`src/hw/ump_cfg.svh`:
```
`ifndef UMP_CFG_SVH
`define UMP_CFG_SVH

// ************************************************
// Register field positions
// ************************************************
`define UMP_MCR_DTR_BIT     0
`define UMP_MCR_IRQEN_BIT   3
`define UMP_EFR_AUTOCTS_BIT 7
`define UMP_IER_RXAVL_BIT   0
`define UMP_IER_TXEMP_BIT   1
`define UMP_IER_LINE_BIT    2
`define UMP_IER_MODEM_BIT   3

// ************************************************
// Reset values
// ************************************************
`define UMP_MCR_RST         8'h00
`define UMP_EFR_RST         8'h00
`define UMP_IER_RST         8'h00

// ************************************************
// Sizes
// ************************************************
`define UMP_NCH             4
`define UMP_BUS_W           8
`define UMP_SYNC_STAGES     3

`endif

```
`src/hw/ump_pkg.sv`:
```
package ump_pkg;

  // ************************************************
  // Modem status byte, bit 7 first
  // ************************************************
  typedef struct packed {
    logic dcd;
    logic ri;
    logic dsr;
    logic cts;
    logic ddcd;
    logic teri;
    logic ddsr;
    logic dcts;
  } ump_msr_t;

  // ************************************************
  // Interrupt conditions of one channel
  // ************************************************
  typedef struct packed {
    logic rx_err;
    logic tx_empty;
    logic rx_avail;
  } ump_irq_src_t;

endpackage : ump_pkg

```
`src/hw/ump_modem_irq.sv`:
```
`timescale 1ns/10ps
`include "ump_cfg.svh"
// Function
// - Low clear-to-send means ready, in status bit4
// - Clear-to-send gates traffic only with auto-flow
// - Eight-bit three-state host bus, bit0 first
// - Data-set-ready low is ready, status only
// - Control bit0 one drives terminal-ready low
// - Terminal-ready high after bit0 zero, reset
// - Separate-select mode: one interrupt per channel
// - Interrupt needs control bit3 or select pin high, enable, condition
// - Conditions: errors, data, tx empty, modem
// - Select pin high drives interrupts continuously
// - Select pin low lets control bit3 gate
// - Select pin ignored in shared-select mode
module ump_modem_irq
  import ump_pkg::*;
#(
  parameter int NCH = `UMP_NCH
)(
  input  wire logic                   CLK,
  input  wire logic                   RST_B,
  input  wire logic                   MODE_SEP_CS,
  input  wire logic                   IRQ_OUTPUT_SELECT,
  input  wire logic [NCH-1:0]         CTS_B,
  input  wire logic [NCH-1:0]         DSR_B,
  input  wire logic [NCH-1:0]         MCR_WR,
  input  wire logic [NCH-1:0]         EFR_WR,
  input  wire logic [NCH-1:0]         IER_WR,
  input  wire logic [NCH-1:0]         MSR_RD,
  input  wire logic [7:0]             HOST_DATA_BUS_I,
  input  wire ump_irq_src_t [NCH-1:0] IRQ_SRC,
  input  wire logic [NCH-1:0]         TX_START_REQ,
  output logic [NCH-1:0]              TX_START_OK,
  output logic [NCH-1:0]              DTR_B,
  output logic [NCH-1:0]              CHANNEL_IRQ_OUT,
  output logic [NCH-1:0]              CHANNEL_IRQ_OE,
  output logic [7:0]                  HOST_DATA_BUS_O,
  output logic                        HOST_DATA_BUS_OE
);

  localparam int PW = 2*NCH+1;
  // Select pin idles low on its pull-down; modem pins idle high
  localparam logic [PW-1:0] SYNC_RST = {1'b0, {(2*NCH){1'b1}}};

  initial
  begin
    if (NCH < 1 || NCH > 8)
      $error("NCH out of range");
  end

  // ************************************************
  // Pin synchronisers
  // ************************************************
  // Second and third stage must agree before the filtered value moves
  logic [PW-1:0] s1_q, s2_q, s3_q, filt_q;
  logic [PW-1:0] filt_d;

  always_comb
  begin
    filt_d = filt_q;
    for (int b = 0; b < PW; b++)
    begin
      if (s2_q[b] == s3_q[b])
        filt_d[b] = s3_q[b];
    end
  end

  always_ff @(posedge CLK)
  begin
    if (!RST_B)
    begin
      s1_q   <= SYNC_RST;
      s2_q   <= SYNC_RST;
      s3_q   <= SYNC_RST;
      filt_q <= SYNC_RST;
    end
    else
    begin
      s1_q   <= {IRQ_OUTPUT_SELECT, DSR_B, CTS_B};
      s2_q   <= s1_q;
      s3_q   <= s2_q;
      filt_q <= filt_d;
    end
  end

  logic [NCH-1:0] cts_act, dsr_act;
  logic           irq_sel_f;
  assign cts_act   = ~filt_q[NCH-1:0];
  assign dsr_act   = ~filt_q[2*NCH-1:NCH];
  assign irq_sel_f = filt_q[PW-1];

  // ************************************************
  // Channel registers and modem status
  // ************************************************
  logic [NCH-1:0][7:0] mcr_q, mcr_d, efr_q, efr_d, ier_q, ier_d;
  logic [NCH-1:0]      dcts_q, dcts_d, ddsr_q, ddsr_d;
  logic [NCH-1:0]      cts_prev_q, dsr_prev_q;

  function automatic ump_msr_t msr_of(input logic cts, input logic dsr,
                                      input logic dc, input logic dd);
    ump_msr_t m;
    m      = '0;
    m.cts  = cts;
    m.dsr  = dsr;
    m.dcts = dc;
    m.ddsr = dd;
    return m;
  endfunction : msr_of

  always_comb
  begin
    mcr_d  = mcr_q;
    efr_d  = efr_q;
    ier_d  = ier_q;
    dcts_d = dcts_q;
    ddsr_d = ddsr_q;
    for (int c = 0; c < NCH; c++)
    begin
      if (MCR_WR[c])
        mcr_d[c] = HOST_DATA_BUS_I;
      if (EFR_WR[c])
        efr_d[c] = HOST_DATA_BUS_I;
      if (IER_WR[c])
        ier_d[c] = HOST_DATA_BUS_I;
      // Read clears deltas, but a change in the same cycle wins
      if (MSR_RD[c])
      begin
        dcts_d[c] = 1'b0;
        ddsr_d[c] = 1'b0;
      end
      if (cts_act[c] != cts_prev_q[c])
        dcts_d[c] = 1'b1;
      if (dsr_act[c] != dsr_prev_q[c])
        ddsr_d[c] = 1'b1;
    end
  end

  always_ff @(posedge CLK)
  begin
    if (!RST_B)
    begin
      mcr_q      <= {NCH{`UMP_MCR_RST}};
      efr_q      <= {NCH{`UMP_EFR_RST}};
      ier_q      <= {NCH{`UMP_IER_RST}};
      dcts_q     <= '0;
      ddsr_q     <= '0;
      cts_prev_q <= '0;
      dsr_prev_q <= '0;
    end
    else
    begin
      mcr_q      <= mcr_d;
      efr_q      <= efr_d;
      ier_q      <= ier_d;
      dcts_q     <= dcts_d;
      ddsr_q     <= ddsr_d;
      cts_prev_q <= cts_act;
      dsr_prev_q <= dsr_act;
    end
  end

  // ************************************************
  // Outputs: terminal ready, flow control, interrupts, host bus
  // ************************************************
  logic [NCH-1:0] dtr_b_q, dtr_b_d, txok_q, txok_d;
  logic [NCH-1:0] irq_q, irq_d, irq_oe_q, irq_oe_d;
  logic [7:0]     bus_o_q, bus_o_d;
  logic           bus_oe_q, bus_oe_d;

  always_comb
  begin
    bus_o_d  = '0;
    bus_oe_d = 1'b0;
    for (int c = 0; c < NCH; c++)
    begin
      dtr_b_d[c] = ~mcr_d[c][`UMP_MCR_DTR_BIT];
      // Data-set-ready deliberately absent here
      txok_d[c]  = TX_START_REQ[c] &
                   (~efr_q[c][`UMP_EFR_AUTOCTS_BIT] | cts_act[c]);
      irq_d[c]   = 1'b0;
      irq_oe_d[c] = 1'b0;
      if (MODE_SEP_CS)
      begin
        irq_oe_d[c] = irq_sel_f | mcr_q[c][`UMP_MCR_IRQEN_BIT];
        irq_d[c]    = irq_oe_d[c] &
                      ((ier_q[c][`UMP_IER_RXAVL_BIT] & IRQ_SRC[c].rx_avail) |
                       (ier_q[c][`UMP_IER_TXEMP_BIT] & IRQ_SRC[c].tx_empty) |
                       (ier_q[c][`UMP_IER_LINE_BIT]  & IRQ_SRC[c].rx_err)   |
                       (ier_q[c][`UMP_IER_MODEM_BIT] &
                        (dcts_q[c] | ddsr_q[c])));
      end
    end
    // Lowest selected channel wins a read; bit 0 on the bus is bit 0
    for (int c = NCH-1; c >= 0; c--)
    begin
      if (MSR_RD[c])
      begin
        bus_o_d  = msr_of(cts_act[c], dsr_act[c], dcts_q[c], ddsr_q[c]);
        bus_oe_d = 1'b1;
      end
    end
  end

  always_ff @(posedge CLK)
  begin
    if (!RST_B)
    begin
      dtr_b_q  <= '1;
      txok_q   <= '0;
      irq_q    <= '0;
      irq_oe_q <= '0;
      bus_o_q  <= '0;
      bus_oe_q <= 1'b0;
    end
    else
    begin
      dtr_b_q  <= dtr_b_d;
      txok_q   <= txok_d;
      irq_q    <= irq_d;
      irq_oe_q <= irq_oe_d;
      bus_o_q  <= bus_o_d;
      bus_oe_q <= bus_oe_d;
    end
  end

  assign DTR_B            = dtr_b_q;
  assign TX_START_OK      = txok_q;
  assign CHANNEL_IRQ_OUT  = irq_q;
  assign CHANNEL_IRQ_OE   = irq_oe_q;
  assign HOST_DATA_BUS_O  = bus_o_q;
  assign HOST_DATA_BUS_OE = bus_oe_q;

  for (genvar g = 0; g < NCH; g++)
  begin : g_chk

  end
endmodule : ump_modem_irq

```
`config.mk`:
```
export PLATFORM = sky130hd
export DESIGN_NAME = ump_modem_irq
export DESIGN_NICKNAME = d
export VERILOG_FILES = /design/src/hw/ump_pkg.sv /design/src/hw/ump_modem_irq.sv
export VERILOG_INCLUDE_DIRS = /design/src /design/src/hw
export SDC_FILE = /design/constraint.sdc
export NUM_CORES = 1
export LEC_CHECK = 0
export BUFFER_PORTS_ARGS = -buffer_cell sky130_fd_sc_hd__buf_2
export CAP_MARGIN = 20
export CORE_MARGIN = 2
export CORE_UTILIZATION = 30
export DETAILED_ROUTE_END_ITERATION = 8
export PLACE_DENSITY = 0.5
export SLEW_MARGIN = 0
export SYNTH_ARGS = -nofsm -noshare
export SYNTH_HDL_FRONTEND = slang
export SYNTH_SLANG_ARGS = --single-unit
```
`constraint.sdc`:
```
create_clock -name CLK -period 0.8 [get_ports CLK]
set_clock_uncertainty 0.1 [all_clocks]
set_input_delay 0.12 -clock CLK [delete_from_list [all_inputs] [get_ports CLK]]
set_output_delay 0.12 -clock CLK [all_outputs]
set_load 0.01 [all_outputs]
```
After elaboration in Yosys (flattened, before gate mapping)
Cells that the tools add are included.
W data, S select, Z words.

storage, ports and cells
  bits in registers = 141
  input port bits = 52
  output and inout port bits = 25
  word-level logic and storage cells = 155

operators by class
  equal/unequal tests = 17
  multiplexer cells = 24
  bitwise gates (word level) = 59
  reduce and logical (&&, ||, !) cells = 10

operators with widths
  kind                count
  $and A1 B1 Y1       24
  $mux W6             4
  $or A1 B1 Y1        24
  $mux W1             20
  $reduce_bool A2 Y1  8
  $eq A1 B1 Y1        9
  $not A1 Y1          9
  $ne A1 B1 Y1        8
  $not A4 Y4          2
  $reduce_or A4 Y1    1
  $reduce_and A2 Y1   1

Logic depth before layout (Yosys ltp)
  depth after elaboration = 5
  gate-level depth with buffers = 4
  depth with buffers taken out = 3

Worst setup path after synthesis
Ideal clock, no wire load.

  kind = reg2reg
  start = register ier_q[0] in the netlist's numbering
  end = register irq_q[0] (netlist: CHANNEL_IRQ_OUT[0])
  arrival = 0.669 ns
  path slack = -0.103 ns
  cell stages (with the launch flop) = 3
  cell sequence = dfxtp_1 a222oi_1 a211oi_1

on the way
  word-level cells in the longest chain between the ends = 5

RTL lines
  item                       RTL line              source
  start, declared            ump_modem_irq.sv:96   logic [NCH-1:0][7:0] mcr_q, mcr_d, efr_q, efr_d, ier_q, ier_d;
  start signal, assigned     ump_modem_irq.sv:145  ier_q <= {NCH{`UMP_IER_RST}};
  start signal, assigned     ump_modem_irq.sv:155  ier_q <= ier_d;
  $and A1 B1 Y1              ump_modem_irq.sv:187  ((ier_q[c][`UMP_IER_RXAVL_BIT] & IRQ_SRC[c].rx_avail) |
  $or A1 B1 Y1 (3 in a row)  ump_modem_irq.sv:187
  $and A1 B1 Y1              ump_modem_irq.sv:186  irq_d[c] = irq_oe_d[c] &
  end signal, assigned       ump_modem_irq.sv:220  irq_q <= irq_d;
  end, declared              ump_modem_irq.sv:167  logic [NCH-1:0] irq_q, irq_d, irq_oe_q, irq_oe_d;

Every way passes these cells.
A chain may end at the register's enable or synchronous reset.

Worst setup path after layout
  start = register ier_q[16] in the netlist's numbering
  end = register irq_q[2] (netlist: CHANNEL_IRQ_OUT[2])

The elaborated chain is that of the path after synthesis.

==> run summary <==
Die Wd = 112 µm
adder-cell share of the synthesized area = 0
Fin. Hold Viols = 5
routed len/inst = 12.1 µm
Skew-Pair Late Insertion Delay = 0.33 ns
CTS tree = yes
status = finished with violations
Pwr per Cell Area = 2130 mW/mm²
vias in the first global route = 2450
final wirelength = 7020 µm
Rows = 39
worst slack, placed = -0.267 ns
Starting Density = 0.306
Gate power share = 0.081
Max H-tree Level = 3
largest net degree at the start of global routing = 43
maximum clock rate = 0.964 GHz
CTS root buffer = clkbuf_16
hold_sp = EFR_WR[3]
DPL Wire Length = 5050 µm
Power Internal = 8130 µW
Setup TNS Final = -5.70 ns
Sw Share = 0.212
# DRC = 0
xor/xnor share of the synthesized area = 0.0202
critical path arrival = 1.15 ns
nets = 483
CP startpoint = ier_q[16]
TritonRoute pass-1 iters = 4
Max Root-Sink Buffers = 2
Synth Warn # = 0
Final Core Density = 0.427
CP Class = reg -> reg
Core Box Area = 0.0114 mm²
PnR worst setup slack = -0.238 ns
die area = 0.0125 mm²
WP data required = 0.91 ns
Tmin final = 1.04 ns
largest family of logic cells by synthesized area = simple AND/OR/NAND/NOR gates
CP Capture Type = register
GRT Total Usage = 0.120
top cell family by delay on the critical path = compound AO/OA/AOI/OAI gates
Yosys reg bits = 101
Seq pwr share = 0.512
I/O Buffers = 69
period utilization = 1.30
postcts setup bufs = 0
drt via density = 4.26
Max IR drop VDD = 0.00122 V
slowest stage delay, CP = 0.37 ns
Synth Cell Area = 0.00348 mm²
Simple-Gate Fraction of Synth Area = 0.175
global placement routability congestion = 0.719
CTS Buf Count = 9
clock sink total = 101
vias = 2465
DRT antenna net count = 0
Startpoint Class = register
Initial DRC Count = 87
post-synth cell types = 31
sw power = 2180 µW
Max Slew Vio Count = 0
hold slack = -0.0346 ns
Worst-path clk slew = 0.07 ns
unrepaired setup endpoints after global routing = true
CP max stage cell = a222oi_1
sequential area share after synthesis = 0.582
CP Max Fanout = 2
final setup vio count = 46
die extent in y = 112 µm
initial antenna violation count = 0
HP Class = in -> reg
R2R Path Start = ier_q[16]
# diodes = 0
hold buffer count at CTS = 13
mux share of post-synthesis cell area = 0.0821
num ports = 77
violated checks = negative hold slack, negative setup slack
Synth Area in Compound Gates = 0.0961
Lkg Pwr = 0.00200 µW
area grow syn2layout = 39.6%
CP Cell Sequence = a222oi_1, a211oi_1
share of cells above drive strength 1 = 0.404
max cap viols = 0
post-synthesis cell count = 325
first-pass GRT wire length = 11900 µm
final global-route overflow total = 0
average size of a mapped cell = 10.7 µm²
Worst Path Buf+Inv = 0
Clock power frac = 0.406
-- worst register-to-register path: stages, from the launching register on --
cell	delay, ns
dfxtp_1	0.31
a222oi_1	0.37
a211oi_1	0.14
-- cell type report --
cell class	instances	area [µm²]
Clock buffer	14	284
Clock inverter	2	15.0
Fill cell	1136	6520
Inverter	5	18.8
Multi-Input combinational cell	201	1420
Sequential cell	101	2080
Tap cell	143	179
Timing Repair Buffer	113	860
-- timing repair --
item,in CTS,in global routing
endpoints found under the setup margin,52,58
hold endpoints to repair,19,1
pin swaps,19,5
gates resized for setup,49,42
-- path summary, 6_finish.rpt --
path | to | slack [ns] | cells past startpoint
min reg2reg | s2_q[4] | 0.31 | 1
max reg2reg | CHANNEL_IRQ_OUT[2] | -0.24 | 2
max | CHANNEL_IRQ_OUT[2] | -0.24 | 2
min | efr_q[31] | -0.03 | 3
-- stage by stage --
stage	total power [µW]	std cells	area, µm²
2_1_floorplan	5830	328	3510
4_1_cts	10500	579	4710
3_5_place_dp	6170	550	4180
6_report	10300	579	4850
3_3_place_gp	6150	550	4180
5_1_grt	10800	579	4850
-- placed cells by master (no fill, tap or decap), types with 10 or more instances in the layout --
cell,Yosys,routed
buf_6,2,19
nor2b_1,36,35
buf_4,4,20
nand2b_1,29,29
mux2i_1,24,24
buf_2,3,57
dfxtp_2,0,18
a21oi_2,0,10
dfxtp_1,101,74
nand2_1,14,13
dlygate4sd3_1,0,13
-- sequential cells by signal, summed over array words and instances (netlist names), 4 cells and up --
name and count:
ddsr_q 4, s2_q 9, filt_q 9, CHANNEL_IRQ_OE 4
efr_q 4, cts_prev_q 4, TX_START_OK 4, DTR_B 4
CHANNEL_IRQ_OUT 4, s3_q 9, s1_q 9, dsr_prev_q 4
ier_q 16, HOST_DATA_BUS_O 4, dcts_q 4, mcr_q 8
-- per-layer routing --
| layer | track usage | part of all wire |
|---|---|---|
| met1 | 0.149 | 0.46 |
| met2 | 0.194 | 0.47 |
| met3 | 0.0386 | 0.051 |
| met4 | 0.0469 | 0.015 |
| met5 | 0 | 0 |
-- cell usage after synthesis, drive strengths merged --
| master | count | area share |
|---|---|---|
| a211oi | 4 | 0.0086 |
| a21boi | 7 | 0.015 |
| a21oi | 16 | 0.023 |
| a222oi | 4 | 0.012 |
| a31oi | 2 | 0.0036 |
| and2 | 6 | 0.011 |
| buf | 14 | 0.030 |
| clkbuf | 7 | 0.0086 |
| conb | 1 | 0.0011 |
| dfxtp | 101 | 0.58 |
| inv | 5 | 0.0054 |
| mux2 | 4 | 0.013 |
| mux2i | 24 | 0.069 |
| nand2 | 15 | 0.018 |
| nand2b | 29 | 0.052 |
| nand3b | 2 | 0.0043 |
| nor2 | 17 | 0.018 |
| nor2b | 36 | 0.065 |
| o211ai | 2 | 0.0043 |
| o21ai | 15 | 0.022 |
| o311ai | 2 | 0.0050 |
| o41a | 1 | 0.0032 |
| or2b | 3 | 0.0065 |
| xnor2 | 2 | 0.0050 |
| xor2 | 6 | 0.015 |
-- cell families (layout without fill, tap and decap cells) --
| group | count (synthesis) | in the layout |
|---|---|---|
| other | 1 | 4 |
| buffers and inverters | 26 | 134 |
| AND/OR/NAND/NOR | 108 | 108 |
| multiplexers | 28 | 28 |
| flip-flops | 101 | 101 |
| XOR/XNOR | 8 | 8 |
| AO/OA/AOI/OAI | 53 | 53 |
-- power groups by stage --
stage / clock network [µW] / logic (µW) / registers (µW)
2_1_floorplan: 0 / 420 / 5410
3_3_place_gp: 0 / 747 / 5400
3_5_place_dp: 0 / 760 / 5410
4_1_cts: 4340 / 833 / 5290
5_1_grt: 4600 / 932 / 5300
6_report: 4190 / 838 / 5280
Power figures use the tool's default switching activity.
